===== config.mk =====
export PLATFORM = sky130hd
export DESIGN_NAME = gpc_top
export DESIGN_NICKNAME = d
export VERILOG_FILES = /design/src/verilog/gpc_pkg.sv /design/src/verilog/gpc_port_pins.sv /design/src/verilog/gpc_top.sv /design/src/verilog/gpc_wb_ack.sv
export SDC_FILE = /design/constraint.sdc
export NUM_CORES = 1
export LEC_CHECK = 0
export ABC_AREA = 1
export BUFFER_PORTS_ARGS = -buffer_cell sky130_fd_sc_hd__buf_2
export CORE_MARGIN = 10
export CORE_UTILIZATION = 35
export DETAILED_ROUTE_END_ITERATION = 6
export PLACE_DENSITY = 0.69
export SETUP_SLACK_MARGIN = 0.05
export SLEW_MARGIN = 25
export SYNTH_ARGS = -nofsm -noshare
export SYNTH_HDL_FRONTEND = slang
export SYNTH_SLANG_ARGS = --single-unit

===== constraint.sdc =====
create_clock -name core_clk -period 2.5 [get_ports core_clk]
set_input_delay 0.25 -clock core_clk [delete_from_list [all_inputs] [get_ports core_clk]]
set_output_delay 0.25 -clock core_clk [all_outputs]
set_load 0.01 [all_outputs]

===== src/verilog/gpc_pkg.sv =====
// Notes on behaviour
// - Port C has four pins; the top pin is input only and the lower three are each in or out.
// - Bit 3 of the port C data register is read only and returns the input-only pin level.
// - The three port C data latch bits are read/write and keep their value across reset.
// - A port C direction bit of one enables that pin driver, zero makes the pin an input.
// - Reset clears all port C direction bits so every port C pin starts as an input.
// - Reading port C data gives the latch for output pins and the pin level for input pins.
// - Data writes with byte lane 0 selected load the latch; on input pins they do not change the value read.
// - Each port C pull enable turns the pullup on only while that pin is an input.
// - A cleared pull enable bit keeps the pullup off whatever the direction, on both ports.
// - Port D has eight bidirectional pins, each with latch, direction and pull enable bits.
// - The eight port D latch bits are read/write and are left unchanged by reset.
// - A port D direction bit of one enables the driver; reset clears all eight bits.
// - Reading port D data gives the latch for output pins and the pin level for input pins.
// - Each port D pull enable turns the pullup on only while that pin is an input.
package gpc_pkg;

  // widths
  localparam int GPC_C_W = 4;
  localparam int GPC_D_W = 8;
  localparam int GPC_C_OUT_W = 3;
  localparam int GPC_IDX_W = 6;

  // register indices, byte address is four times the index
  localparam logic [5:0] GPC_PORT_C_LATCH_IDX = 6'h02;
  localparam logic [5:0] GPC_PORT_D_LATCH_IDX = 6'h03;
  localparam logic [5:0] GPC_PORT_C_DIRECTION_IDX = 6'h06;
  localparam logic [5:0] GPC_PORT_D_DIRECTION_IDX = 6'h07;
  localparam logic [5:0] GPC_PORT_C_PULL_ENABLE_IDX = 6'h0b;
  localparam logic [5:0] GPC_PORT_D_PULL_ENABLE_IDX = 6'h0c;

  // field positions
  localparam int GPC_ADR_IDX_LSB = 2;
  localparam int GPC_INPUT_ONLY_BIT = 3;

  // values after reset
  localparam logic [2:0] GPC_DIR_C_RST = 3'h0;
  localparam logic [7:0] GPC_DIR_D_RST = 8'h00;
  localparam logic [3:0] GPC_PUE_C_RST = 4'h0;
  localparam logic [7:0] GPC_PUE_D_RST = 8'h00;
  localparam logic [31:0] GPC_RDAT_RST = 32'h0000_0000;

  // classic wishbone request and answer
  typedef struct packed {
    logic cyc;
    logic stb;
    logic we;
    logic [7:0] adr;
    logic [3:0] sel;
    logic [31:0] dat;
  } gpc_wb_req_type;

  typedef struct packed {
    logic ack;
    logic [31:0] dat;
  } gpc_wb_rsp_type;

  // pad drive toward the pins, low bits used by the narrow port
  typedef struct packed {
    logic [7:0] o;
    logic [7:0] oe;
    logic [7:0] pull;
  } gpc_pad_type;

  // bus access sequencer states
  typedef enum logic [1:0] {
    GPC_IDLE = 2'b01,
    GPC_ACK = 2'b10
  } gpc_fsm_type;

  // register index match from a byte address
  function automatic logic gpc_hit(input logic [7:0] adr, input logic [5:0] idx);
    gpc_hit = (adr[7:GPC_ADR_IDX_LSB] == idx);
  endfunction : gpc_hit

endpackage : gpc_pkg


===== src/verilog/gpc_port_pins.sv =====
`timescale 1ns/1ps
module gpc_port_pins import gpc_pkg::*; #(
  parameter int W = 8
) (
  input wire logic [W-1:0] latch,
  input wire logic [W-1:0] dir,
  input wire logic [W-1:0] pue,
  input wire logic [W-1:0] pin_i,
  output logic [W-1:0] pin_o,
  output logic [W-1:0] pin_oe,
  output logic [W-1:0] pull,
  output logic [W-1:0] rd_val
);

  // one pad cell per pin
  for (genvar i = 0; i < W; i++) begin : g_bit
    assign pin_o[i] = latch[i];
    assign pin_oe[i] = dir[i];
    assign pull[i] = pue[i] & ~dir[i];
    assign rd_val[i] = dir[i] ? latch[i] : pin_i[i];
  end

endmodule : gpc_port_pins


===== src/verilog/gpc_top.sv =====
`timescale 1ns/1ps
module gpc_top import gpc_pkg::*; (
  input wire logic core_clk,
  input wire logic resetn,
  input wire logic ce,
  input wire gpc_wb_req_type wb_req,
  output gpc_wb_rsp_type wb_rsp,
  input wire logic [3:0] port_c_pin_i,
  input wire logic [7:0] port_d_pin_i,
  output gpc_pad_type port_c_pad,
  output gpc_pad_type port_d_pad
);

  // all registered state of the port pair
  typedef struct packed {
    logic [2:0] latch_c;
    logic [7:0] latch_d;
    logic [2:0] dir_c;
    logic [7:0] dir_d;
    logic [3:0] pue_c;
    logic [7:0] pue_d;
    logic [31:0] rdat;
  } gpc_top_state_type;

  gpc_top_state_type s_q;
  gpc_top_state_type s_d;

  logic take;
  logic ack;
  logic wr_en;
  logic [3:0] c_dir_full;
  logic [3:0] c_latch_full;
  logic [3:0] c_pin_o;
  logic [3:0] c_pin_oe;
  logic [3:0] c_pull;
  logic [3:0] c_rd;
  logic [7:0] d_pin_o;
  logic [7:0] d_pin_oe;
  logic [7:0] d_pull;
  logic [7:0] d_rd;
  logic [7:0] rd_byte;

  // bus sequencer
  gpc_wb_ack u_ack (
    .core_clk(core_clk),
    .resetn(resetn),
    .ce(ce),
    .req_valid(wb_req.cyc && wb_req.stb),
    .take(take),
    .ack(ack)
  );

  // input-only pin has no driver and no latch
  assign c_dir_full = {1'b0, s_q.dir_c};
  assign c_latch_full = {1'b0, s_q.latch_c};

  gpc_port_pins #(.W(GPC_C_W)) u_port_c (
    .latch(c_latch_full),
    .dir(c_dir_full),
    .pue(s_q.pue_c),
    .pin_i(port_c_pin_i),
    .pin_o(c_pin_o),
    .pin_oe(c_pin_oe),
    .pull(c_pull),
    .rd_val(c_rd)
  );

  gpc_port_pins #(.W(GPC_D_W)) u_port_d (
    .latch(s_q.latch_d),
    .dir(s_q.dir_d),
    .pue(s_q.pue_d),
    .pin_i(port_d_pin_i),
    .pin_o(d_pin_o),
    .pin_oe(d_pin_oe),
    .pull(d_pull),
    .rd_val(d_rd)
  );

  // pad outputs, unused upper lanes of port c held low
  assign port_c_pad.o = {4'h0, c_pin_o};
  assign port_c_pad.oe = {4'h0, c_pin_oe};
  assign port_c_pad.pull = {4'h0, c_pull};
  assign port_d_pad.o = d_pin_o;
  assign port_d_pad.oe = d_pin_oe;
  assign port_d_pad.pull = d_pull;

  // bus answer
  assign wb_rsp.ack = ack;
  assign wb_rsp.dat = s_q.rdat;
  assign wr_en = take && wb_req.we && wb_req.sel[0];

  // read mux, unmapped offsets read zero
  always_comb begin
    rd_byte = 8'h00;
    if (gpc_hit(wb_req.adr, GPC_PORT_C_LATCH_IDX)) begin
      rd_byte = {4'h0, c_rd};
    end else if (gpc_hit(wb_req.adr, GPC_PORT_D_LATCH_IDX)) begin
      rd_byte = d_rd;
    end else if (gpc_hit(wb_req.adr, GPC_PORT_C_DIRECTION_IDX)) begin
      rd_byte = {5'h00, s_q.dir_c};
    end else if (gpc_hit(wb_req.adr, GPC_PORT_D_DIRECTION_IDX)) begin
      rd_byte = s_q.dir_d;
    end else if (gpc_hit(wb_req.adr, GPC_PORT_C_PULL_ENABLE_IDX)) begin
      rd_byte = {4'h0, s_q.pue_c};
    end else if (gpc_hit(wb_req.adr, GPC_PORT_D_PULL_ENABLE_IDX)) begin
      rd_byte = s_q.pue_d;
    end
  end

  // register writes and read capture
  always_comb begin
    s_d = s_q;
    if (take) begin
      s_d.rdat = {24'h00_0000, rd_byte};
    end
    if (wr_en) begin
      if (gpc_hit(wb_req.adr, GPC_PORT_C_LATCH_IDX)) begin
        s_d.latch_c = wb_req.dat[2:0];
      end
      if (gpc_hit(wb_req.adr, GPC_PORT_D_LATCH_IDX)) begin
        s_d.latch_d = wb_req.dat[7:0];
      end
      if (gpc_hit(wb_req.adr, GPC_PORT_C_DIRECTION_IDX)) begin
        s_d.dir_c = wb_req.dat[2:0];
      end
      if (gpc_hit(wb_req.adr, GPC_PORT_D_DIRECTION_IDX)) begin
        s_d.dir_d = wb_req.dat[7:0];
      end
      if (gpc_hit(wb_req.adr, GPC_PORT_C_PULL_ENABLE_IDX)) begin
        s_d.pue_c = wb_req.dat[3:0];
      end
      if (gpc_hit(wb_req.adr, GPC_PORT_D_PULL_ENABLE_IDX)) begin
        s_d.pue_d = wb_req.dat[7:0];
      end
    end
  end

  // state register; the data latches have no reset on purpose
  always_ff @(posedge core_clk or negedge resetn) begin
    if (!resetn) begin
      s_q.dir_c <= GPC_DIR_C_RST;
      s_q.dir_d <= GPC_DIR_D_RST;
      s_q.pue_c <= GPC_PUE_C_RST;
      s_q.pue_d <= GPC_PUE_D_RST;
      s_q.rdat <= GPC_RDAT_RST;
    end else if (ce) begin
      s_q <= s_d;
    end
  end

  // helper for checks: a direction write has been seen since reset
  logic dir_c_wr_q;
  logic dir_d_wr_q;

  always_ff @(posedge core_clk or negedge resetn) begin
    if (!resetn) begin
      dir_c_wr_q <= 1'b0;
      dir_d_wr_q <= 1'b0;
    end else if (wr_en && gpc_hit(wb_req.adr, GPC_PORT_C_DIRECTION_IDX)) begin
      dir_c_wr_q <= 1'b1;
    end else if (wr_en && gpc_hit(wb_req.adr, GPC_PORT_D_DIRECTION_IDX)) begin
      dir_d_wr_q <= 1'b1;
    end
  end

  // input-only pin never driven, lower pins follow direction; latch unknown until written
  property p_c_drive;
    @(posedge core_clk) disable iff (!resetn)
      port_c_pad.oe[GPC_INPUT_ONLY_BIT] == 1'b0 && port_c_pad.oe[2:0] == s_q.dir_c
      && (port_c_pad.o[2:0] & s_q.dir_c) == (s_q.latch_c & s_q.dir_c);
  endproperty
  a_c_drive: assert property (p_c_drive) else $error("port c drive wrong");

  // read of port c returns pin level on bit 3
  property p_c_top_bit;
    @(posedge core_clk) disable iff (!resetn)
      (take && !wb_req.we && gpc_hit(wb_req.adr, GPC_PORT_C_LATCH_IDX))
      ##1 ack |-> wb_rsp.dat[3] == $past(port_c_pin_i[3]);
  endproperty
  a_c_top_bit: assert property (p_c_top_bit) else $error("input-only bit read wrong");

  // port c latch changes only by a write to it
  property p_c_latch_hold;
    @(posedge core_clk) disable iff (!resetn)
      !(wr_en && gpc_hit(wb_req.adr, GPC_PORT_C_LATCH_IDX)) |=> $stable(s_q.latch_c);
  endproperty
  a_c_latch_hold: assert property (p_c_latch_hold) else $error("port c latch moved");

  // directions stay cleared from reset until software writes them
  property p_dir_reset;
    @(posedge core_clk) disable iff (!resetn)
      (!dir_c_wr_q |-> s_q.dir_c == 3'h0) and (!dir_d_wr_q |-> s_q.dir_d == 8'h00);
  endproperty
  a_dir_reset: assert property (p_dir_reset) else $error("direction not cleared");

  // port c read mixes latch and pin by direction
  property p_c_read;
    @(posedge core_clk) disable iff (!resetn)
      (take && !wb_req.we && gpc_hit(wb_req.adr, GPC_PORT_C_LATCH_IDX)) ##1 ack
      |-> wb_rsp.dat[2:0] == (($past(s_q.dir_c) & $past(s_q.latch_c))
      | (~$past(s_q.dir_c) & $past(port_c_pin_i[2:0])));
  endproperty
  a_c_read: assert property (p_c_read) else $error("port c read wrong");

  // a port d write loads the latch whatever the direction
  property p_d_write;
    @(posedge core_clk) disable iff (!resetn)
      (wr_en && gpc_hit(wb_req.adr, GPC_PORT_D_LATCH_IDX))
      |=> s_q.latch_d == $past(wb_req.dat[7:0]) && s_q.dir_d == $past(s_q.dir_d);
  endproperty
  a_d_write: assert property (p_d_write) else $error("port d latch not loaded");

  // pullups only on inputs with enable set
  property p_pull;
    @(posedge core_clk) disable iff (!resetn)
      port_c_pad.pull[3:0] == (s_q.pue_c & ~{1'b0, s_q.dir_c})
      && port_d_pad.pull == (s_q.pue_d & ~s_q.dir_d);
  endproperty
  a_pull: assert property (p_pull) else $error("pullup state wrong");

  // cleared enable keeps the pullup off
  property p_pull_off;
    @(posedge core_clk) disable iff (!resetn)
      (s_q.pue_d == 8'h00) |-> port_d_pad.pull == 8'h00 ##0 (port_c_pad.pull & ~{4'h0, s_q.pue_c})
      == 8'h00;
  endproperty
  a_pull_off: assert property (p_pull_off) else $error("pullup without enable");

  // port d read mixes latch and pin by direction
  property p_d_read;
    @(posedge core_clk) disable iff (!resetn)
      (take && !wb_req.we && gpc_hit(wb_req.adr, GPC_PORT_D_LATCH_IDX)) ##1 ack
      |-> wb_rsp.dat == {24'h00_0000, ($past(s_q.dir_d) & $past(s_q.latch_d))
      | (~$past(s_q.dir_d) & $past(port_d_pin_i))};
  endproperty
  a_d_read: assert property (p_d_read) else $error("port d read wrong");

  // unimplemented port c direction bits read zero
  property p_c_dir_zero;
    @(posedge core_clk) disable iff (!resetn)
      (take && !wb_req.we && gpc_hit(wb_req.adr, GPC_PORT_C_DIRECTION_IDX))
      |=> wb_rsp.ack && wb_rsp.dat[31:3] == 29'h0000_0000;
  endproperty
  a_c_dir_zero: assert property (p_c_dir_zero) else $error("reserved bits not zero");

  // ack lasts one active cycle
  property p_ack_pulse;
    @(posedge core_clk) disable iff (!resetn)
      (ack && ce) |=> !ack;
  endproperty
  a_ack_pulse: assert property (p_ack_pulse) else $error("ack held too long");

  // port d drives exactly its output lanes with the latch
  property p_d_drive;
    @(posedge core_clk) disable iff (!resetn)
      port_d_pad.oe == s_q.dir_d && (port_d_pad.o & s_q.dir_d) == (s_q.latch_d & s_q.dir_d);
  endproperty
  a_d_drive: assert property (p_d_drive) else $error("port d drive wrong");

  // a port c write loads the three latch bits whatever the direction
  property p_c_write;
    @(posedge core_clk) disable iff (!resetn)
      (wr_en && gpc_hit(wb_req.adr, GPC_PORT_C_LATCH_IDX))
      |=> s_q.latch_c == $past(wb_req.dat[2:0]) && s_q.dir_c == $past(s_q.dir_c);
  endproperty
  a_c_write: assert property (p_c_write) else $error("port c latch not loaded");

  // direction writes land in the direction registers
  property p_dir_write;
    @(posedge core_clk) disable iff (!resetn)
      ((wr_en && gpc_hit(wb_req.adr, GPC_PORT_C_DIRECTION_IDX))
      |=> s_q.dir_c == $past(wb_req.dat[2:0]))
      and ((wr_en && gpc_hit(wb_req.adr, GPC_PORT_D_DIRECTION_IDX))
      |=> s_q.dir_d == $past(wb_req.dat[7:0]));
  endproperty
  a_dir_write: assert property (p_dir_write) else $error("direction not loaded");

  // every taken request is answered after the next edge
  property p_take_ack;
    @(posedge core_clk) disable iff (!resetn)
      take |=> ack;
  endproperty
  a_take_ack: assert property (p_take_ack) else $error("request not answered");

  // input-only pin pull follows its enable alone, spare lanes stay off
  property p_c_top_pull;
    @(posedge core_clk) disable iff (!resetn)
      port_c_pad.pull[GPC_INPUT_ONLY_BIT] == s_q.pue_c[GPC_INPUT_ONLY_BIT]
      && port_c_pad.oe[7:4] == 4'h0 && port_c_pad.pull[7:4] == 4'h0;
  endproperty
  a_c_top_pull: assert property (p_c_top_pull) else $error("input-only pull wrong");

  // any of the six register indices, for the unmapped read check
  logic adr_mapped;
  assign adr_mapped = gpc_hit(wb_req.adr, GPC_PORT_C_LATCH_IDX)
    || gpc_hit(wb_req.adr, GPC_PORT_D_LATCH_IDX)
    || gpc_hit(wb_req.adr, GPC_PORT_C_DIRECTION_IDX)
    || gpc_hit(wb_req.adr, GPC_PORT_D_DIRECTION_IDX)
    || gpc_hit(wb_req.adr, GPC_PORT_C_PULL_ENABLE_IDX)
    || gpc_hit(wb_req.adr, GPC_PORT_D_PULL_ENABLE_IDX);

  // unmapped reads answer zero
  property p_unmapped_zero;
    @(posedge core_clk) disable iff (!resetn)
      (take && !wb_req.we && !adr_mapped) |=> wb_rsp.dat == 32'h0000_0000;
  endproperty
  a_unmapped_zero: assert property (p_unmapped_zero) else $error("unmapped read not zero");

  // read data stands until the next taken request
  property p_rdat_hold;
    @(posedge core_clk) disable iff (!resetn)
      !take |=> $stable(wb_rsp.dat);
  endproperty
  a_rdat_hold: assert property (p_rdat_hold) else $error("read data moved");

  // low clock enable freezes registers and the answer
  property p_ce_freeze;
    @(posedge core_clk) disable iff (!resetn)
      !ce |=> $stable(s_q.dir_c) && $stable(s_q.dir_d) && $stable(s_q.pue_c)
      && $stable(s_q.pue_d) && $stable(wb_rsp.dat) && $stable(ack);
  endproperty
  a_ce_freeze: assert property (p_ce_freeze) else $error("state moved while frozen");

endmodule : gpc_top


===== src/verilog/gpc_wb_ack.sv =====
`timescale 1ns/1ps
module gpc_wb_ack import gpc_pkg::*; (
  input wire logic core_clk,
  input wire logic resetn,
  input wire logic ce,
  input wire logic req_valid,
  output logic take,
  output logic ack
);

  typedef struct packed {
    gpc_fsm_type fsm;
  } gpc_ack_state_type;

  gpc_ack_state_type s_q;
  gpc_ack_state_type s_d;

  // a request is taken once, the answer follows one cycle later
  assign take = ce && (s_q.fsm == GPC_IDLE) && req_valid;
  assign ack = (s_q.fsm == GPC_ACK);

  // next state
  always_comb begin
    s_d = s_q;
    unique case (s_q.fsm)
      GPC_IDLE: begin
        if (req_valid) begin
          s_d.fsm = GPC_ACK;
        end
      end
      GPC_ACK: begin
        s_d.fsm = GPC_IDLE;
      end
      default: begin
        s_d.fsm = GPC_IDLE;
      end
    endcase
  end

  // state register, frozen while ce is low
  always_ff @(posedge core_clk or negedge resetn) begin
    if (!resetn) begin
      s_q.fsm <= GPC_IDLE;
    end else if (ce) begin
      s_q <= s_d;
    end
  end

endmodule : gpc_wb_ack

==> impl_results.md, run 1 <==
- Status: finished, violations left
- Failing checks: hold timing
- RSZ-0062 raised after global routing: no
- Max Used Layer: met4
- Setup violators final: 0
- Initial antenna violation count: 2
- Critical Path AT: 1.73 ns
- Post-synth EDFFs: 11
- Vias/cell: 4.40
- Synth Warn #: 0
- Relative slew slack: 65.9%
- Clk pin slew, worst setup/hold paths: around 0.09 ns
- Final Hold Viols: 19
- Clk sinks: 44
- Post-synth top flop: dfrtp_1
- Placer Congestion: ~0.83
- Worst-Margin Slew: 0.507 ns
- Async SR Flop Fraction: between 70% and 80%
- Sw Share: between 20 and 30%
- Total CTS buffers: 5
- Final Util: 38.9%
- DP Worst Slack: approximately 0.73 ns
- Dominant cell type by area after synthesis: dfrtp_1
- Setup TNS: 0 ns
- Antenna Violating Nets Remaining: 0
- Register bit total from synthesis: 44
- Sequential Power Share: between 50% and 60%
- Yosys top cell area share: 29.1%
- Crit-path max cell delay: approximately 0.55 ns
- Largest net degree at the start of global routing: 34
- Final worst-path cycle share: between 70% and 80%
- Unique masters post-synth: 27
- Post-Synthesis Cells: 343
- Internal Power: about 1.1 mW
- Count leader, synth: nand2_1
- Post-DP Area: slightly below 3000 µm²
- CP Max Fanout: 5
- CTS resizes: 0
- Crit path kind: flop to flop
- Antenna Cells: 0
- Gr usage total: 11.4%
- CTS root buffer: clkbuf_8
- IO buf count: 75
- Clock Tree Buf Depth: 2
- Synth Cell Area: about 2800 µm²
- First DRT Iteration DRCs: between 150 and 200
- Area contributors post-synth: dfrtp_1 (29%), buf_4 (19%), edfxtp_1 (12%)
- Vias in the first global route: between 2000 and 2500
- Logic gate share of total power: 12.5%
- Post-synthesis sequential area ratio: a little over two fifths
- Post-DR wirelength/cell: between 10 and 15 µm
- Post-Route Skew: ~0.0075 ns
- NetSw: 0.376 mW
- Hold-fix buffers, CTS: 0
- Max-cap violations: 0
- Met3 wire len: ~660 µm
- DIE WIDTH: about 110 µm
- Met1 wire length: between 2000 and 3000 µm
- Drt pass-1 iters: 5
- Tmin final: about 1.8 ns
- Worst skew pair latency: ~0.30 ns
- Initial Util: a little over a third
- F_max: ~570 MHz
- CP max stage cell: dfstp_2
- Core ar.: between 7000 and 8000 µm²
- Site Rows: 32
- Setup crit end kind: flop
- WHS: -0.00446 ns
- Post-Syn Area per Cell: 8.03 µm²
- # H-tree levels: 2
- Ports: about 140
- First-pass GRT wire length: between 10000 and 15000 µm
- Area Growth Syn to Fin: 8.54%
- Setup slack after layout: 0.742 ns
- Final Instance Area: 2990 µm²
- Critical Path Source Type: flop
- Clock share of power: a little over a third
- Overflow after GRT: 0
- PwrDens: around 500 nW/µm²
- WL met2: between 3000 and 4000 µm
- Die Y: 109 µm
- Layout cells sized above 1: 28.6%
- Layout Nets: between 400 and 500
- IR Drop Worst-Case VDD: about 0.00021 V
- Crit path top cell by count: nand2_1
- Max Slew Vio Count: 0
- Critical Path RT: roughly 2.5 ns
- Residual DRC: 0
- HPWL Detailed: about 5600 µm
- Setup Buffers After CTS: 0
- Die Area: roughly 12000 µm²
- DR vias: approximately 2200
- CTS tree: done
- Leakage power: 1.62 nW
- Synth cell count leaders: nand2_1 (84), buf_4 (70), inv_1 (36), nor2_1 (35), dfrtp_1 (32)
- Final Routed Wirelength: around 6900 µm
- Worst hold path class: input port to asynchronous set/reset pin
- CP Cell Sequence: nand2_1, nor3_2, and3_2, nand2_1, nor2_1
-- layer usage --
metal | track usage [%] | up-vias
li1 | - | 1073
met4 | 4.71 | 0
met1 | 13.6 | 1009
met2 | 18.4 | 94
met5 | 0 | -
met3 | 3.78 | 11
-- area by class of cell --
| type | count | area [µm²] |
|---|---|---|
| Inverter | 38 | 143 |
| Sequential cell | 44 | 1160 |
| Clock buffer | 5 | 68.8 |
| Fill cell | 827 | 4700 |
| Clock inverter | 3 | 37.5 |
| Multi-Input combinational cell | 224 | 1040 |
| Tap cell | 102 | 128 |
| Timing Repair Buffer | 81 | 420 |
-- worst max-delay path: cells and delay by family (launching register included) --
family / cells / cell delay, ns
flops: 1 / 0.55
simple gates: 5 / 0.87
-- power groups by stage --
stage	sequential (mW)	combinational, mW	clock [mW]
floorplan	0.782	0.172	0
global placement	0.784	0.183	0
detailed placement	0.786	0.185	0
CTS	0.771	0.186	0.543
global route	0.773	0.213	0.570
finish	0.770	0.186	0.534
-- placed cells by master (no fill, tap or decap) --
cell,netlist,final
nand2_1,84,84
buf_2,2,75
conb_1,1,38
inv_1,36,36
nor2_1,35,35
dfrtp_1,32,32
nand3_1,13,13
o21ai_0,11,11
edfxtp_1,11,11
o21ai_1,8,8
o21ai_2,8,8
nand4_1,7,7
buf_4,70,6
clkbuf_8,0,5
mux2_2,4,4
or2_2,3,3
nand2_2,3,3
inv_2,2,2
nor3_1,2,2
a21oi_1,2,2
clkinv_1,0,2
nor3_2,1,1
and3_2,1,1
nor4_2,1,1
nand3b_1,1,1
nand2_4,1,1
nor4_4,1,1
bufinv_16,0,1
dfstp_2,1,1
-- state kept, by name (all words and copies together) (netlist names) --
register      count
s_q              28
c_dir_full        3
wb_rsp            8
c_latch_full      3
u_ack.s_q         2
-- final timing paths --
kind / start / end / slack [ns] / depth (start not counted)
min reg2reg: wb_rsp[7] / wb_rsp[7] / 0.48 / 2
max: u_ack.s_q[0] / c_latch_full[1] / 0.74 / 5
max in group asynchronous: resetn / u_ack.s_q[0] / 2.18 / 2
min in group core_clk: wb_req[4] / s_q[59] / 0.14 / 1
max reg2reg: u_ack.s_q[0] / c_latch_full[1] / 0.74 / 5
min: resetn / s_q[38] / -0.004 / 2
-- cell families (layout without fill, tap and decap cells) --
family          count (synthesis)  count (layout)  synth area share, %
other cells                     1              38                0.136
compound gates                 29              29                 6.36
simple gates                  153             153                 24.4
mux                             4               4                 1.63
buf+inv                       112             127                 25.4
flops                          44              44                 42.0
-- per-stage QoR --
| stage | power, mW | std cells |
|---|---|---|
| floorplan | 0.954 | 380 |
| global placement | 0.967 | 489 |
| detailed placement | 0.971 | 489 |
| CTS | 1.50 | 497 |
| global route | 1.56 | 497 |
| finish | 1.49 | 497 |
Note: power is estimated with default switching activity, not from simulation.
==> inputs of run 2 (changes only) <==
==> constraint.sdc (replaced) <==
create_clock -name core_clk -period 1.7 [get_ports core_clk]
set_input_delay 0.17 -clock core_clk [delete_from_list [all_inputs] [get_ports core_clk]]
set_output_delay 0.17 -clock core_clk [all_outputs]
set_load 0.01 [all_outputs]
==> impl_results.md, run 2 (synthesis results as in run 1) <==
- Tmin final: 1.60 ns
- Sequential Power Share: 53.8%
- Layout Nets: 460
- Crit path buffers/inverters: 1
- Sw Share: between 20% and 30%
- Placed insts: 492
- Overflow after GRT: 0
- Setup violators final: 0
- CP Cell Sequence: nand2_1, nor3_2, and3_2, nand2_1, nor2_4, buf_12
- Most frequent cells in the layout: nand2_1 (82), buf_2 (75), conb_1 (38)
- DP Worst Slack: -0.00963 ns
- Clk sinks: 44
- Clk pin slew, worst setup/hold paths: about 0.09 ns
- DIE WIDTH: roughly 110 µm
- Internal Power: 1.54 mW
- Hold Path Sink: s_q[61]
- Tot Pwr: ~2.1 mW
- Critical Path RT: between 1.5 and 2 ns
- Worst reg2reg setup slack: roughly 0.10 ns
- Setup slack after layout: 0.102 ns
- First DRT Iteration DRCs: 94
- Logic gate share of total power: around an eighth
- Final Routed Wirelength: roughly 6900 µm
- Antenna Violating Nets Remaining: 0
- Die Area: 11800 µm²
- Crit-path max cell delay: ~0.55 ns
- Ports: about 140
- Non-filler instance count after layout: approximately 500
- Setup crit end kind: flop
- Routing usage on met3: between 4 and 5%
- Crit. Startpoint: u_ack.s_q[0]
- CP Max Fanout: 8
- Reg2reg end: s_q[55]
- Reg2reg path depth: 6
- Critical Path Source Type: flop
- Layout cells sized above 1: between 30 and 40%
- Post-Route Skew: around 0.006 ns
- Clock share of power: between 30% and 40%
- Worst flop-to-flop path startpoint: u_ack.s_q[0]
- Crit path top cell by count: nand2_1
- Area occupied by multi-input gates: 1070 µm²
- Core ar.: 7690 µm²
- Final Util: about 40%
- Initial antenna violation count: 1
- Global routing's busiest layer: met2
- GRT met2 Usage: between 10% and 20%
- Antenna Cells: 0
- Worst skew pair latency: 0.29 ns
- Hold path depth: 1
- Gr usage total: a little under an eighth
- Drt pass-1 iters: 4
- Setup TNS: 0 ns
- Leakage power: ~1.6 nW
- First-pass GRT wire length: 10900 µm
- Final worst-path cycle share: a little over nine tenths
- Post-DR wirelength/cell: roughly 14 µm
- Site Rows: 32
- Critical Path AT: 1.61 ns
- Register area: approximately 1200 µm²
- Max Slew Vio Count: 0
- Top delay family on crit path: simple AND/OR/NAND/NOR gates
- Final Hold Viols: 0
- Placer Congestion: between 0.8 and 0.9
- Largest net degree at the start of global routing: 34
- GR Util met1: 13.3%
- Residual DRC: 0
- Area Growth Syn to Fin: 11.1%
- Fill count: around 820
- Initial Util: 35.8%
- CTS tree: done
- Vias/cell: ~4.3
- IO buf count: 75
- Post-DP Area: just under 3000 µm²
- RSZ-0062 raised after global routing: yes
- IR Drop Worst-Case VDD: 0.000352 V
- NetSw: approximately 0.56 mW
- Total CTS buffers: 5
- DR vias: between 2000 and 2500
- Max-cap violations: 0
- Crit path kind: flop to flop
- WHS: 0.0591 ns
- Clock Tree Buf Depth: 2
- Largest register FFs: 28
- Die Y: ~110 µm
- Commonest non-fill, non-tap cell in the layout: nand2_1
- Worst hold path class: input port to flop
- Vias in the first global route: 2121
- Status: completed
- PwrDens: 688 nW/µm²
- Min-delay src: wb_req[6]
- # H-tree levels: 2
- Largest Register: s_q
- CP max stage cell: dfstp_2
- Final Instance Area: ~3000 µm²
- CTS root buffer: clkbuf_8
- HPWL Detailed: ~5600 µm
- F_max: around 630 MHz
run 2: power by group through the flow:
stage	sequential [mW]	clock, mW	combinational, mW
detailed placement	1.16	0	0.274
floorplan	1.15	0	0.253
finish	1.13	0.695	0.278
global route	1.14	0.756	0.318
CTS	1.13	0.709	0.277
global placement	1.15	0	0.272
run 2: what timing repair did:
action | in CTS | in global routing
gates resized for setup | 1 | 4
endpoints found under the setup margin | 8 | 26
setup buffers | 0 | 0
hold buffers | 1 | 0
pin swaps | 0 | 0
endpoints found under the hold margin | 32 | 0
run 2: layout make-up:
class                           instances  share of cell area (%)
Tap cell                              102                    4.17
Sequential cell                        44                    37.8
Timing Repair Buffer                   85                    15.2
Clock inverter                          2                   0.490
Clock buffer                            6                    2.70
Multi-Input combinational cell        224                    35.0
Inverter                               38                    4.66
run 2: metal layers:
layer  part of all wire [%]  vias to the layer above
met4                    1.1                        2
met1                     39                     1000
met2                     50                       75
met5                   0.19                        -
li1                       -                     1072
met3                    9.5                       10
run 2: worst max path at each step:
stage          slack (ns)               to  cells after the start
2_1_floorplan        0.09  c_latch_full[0]                      5
4_1_cts              0.09          s_q[60]                      6
5_1_grt             -0.02        wb_rsp[2]                      8
6_report             0.10          s_q[55]                      6
3_3_place_gp         0.03          s_q[36]                      7
3_5_place_dp        -0.01          s_q[39]                      7
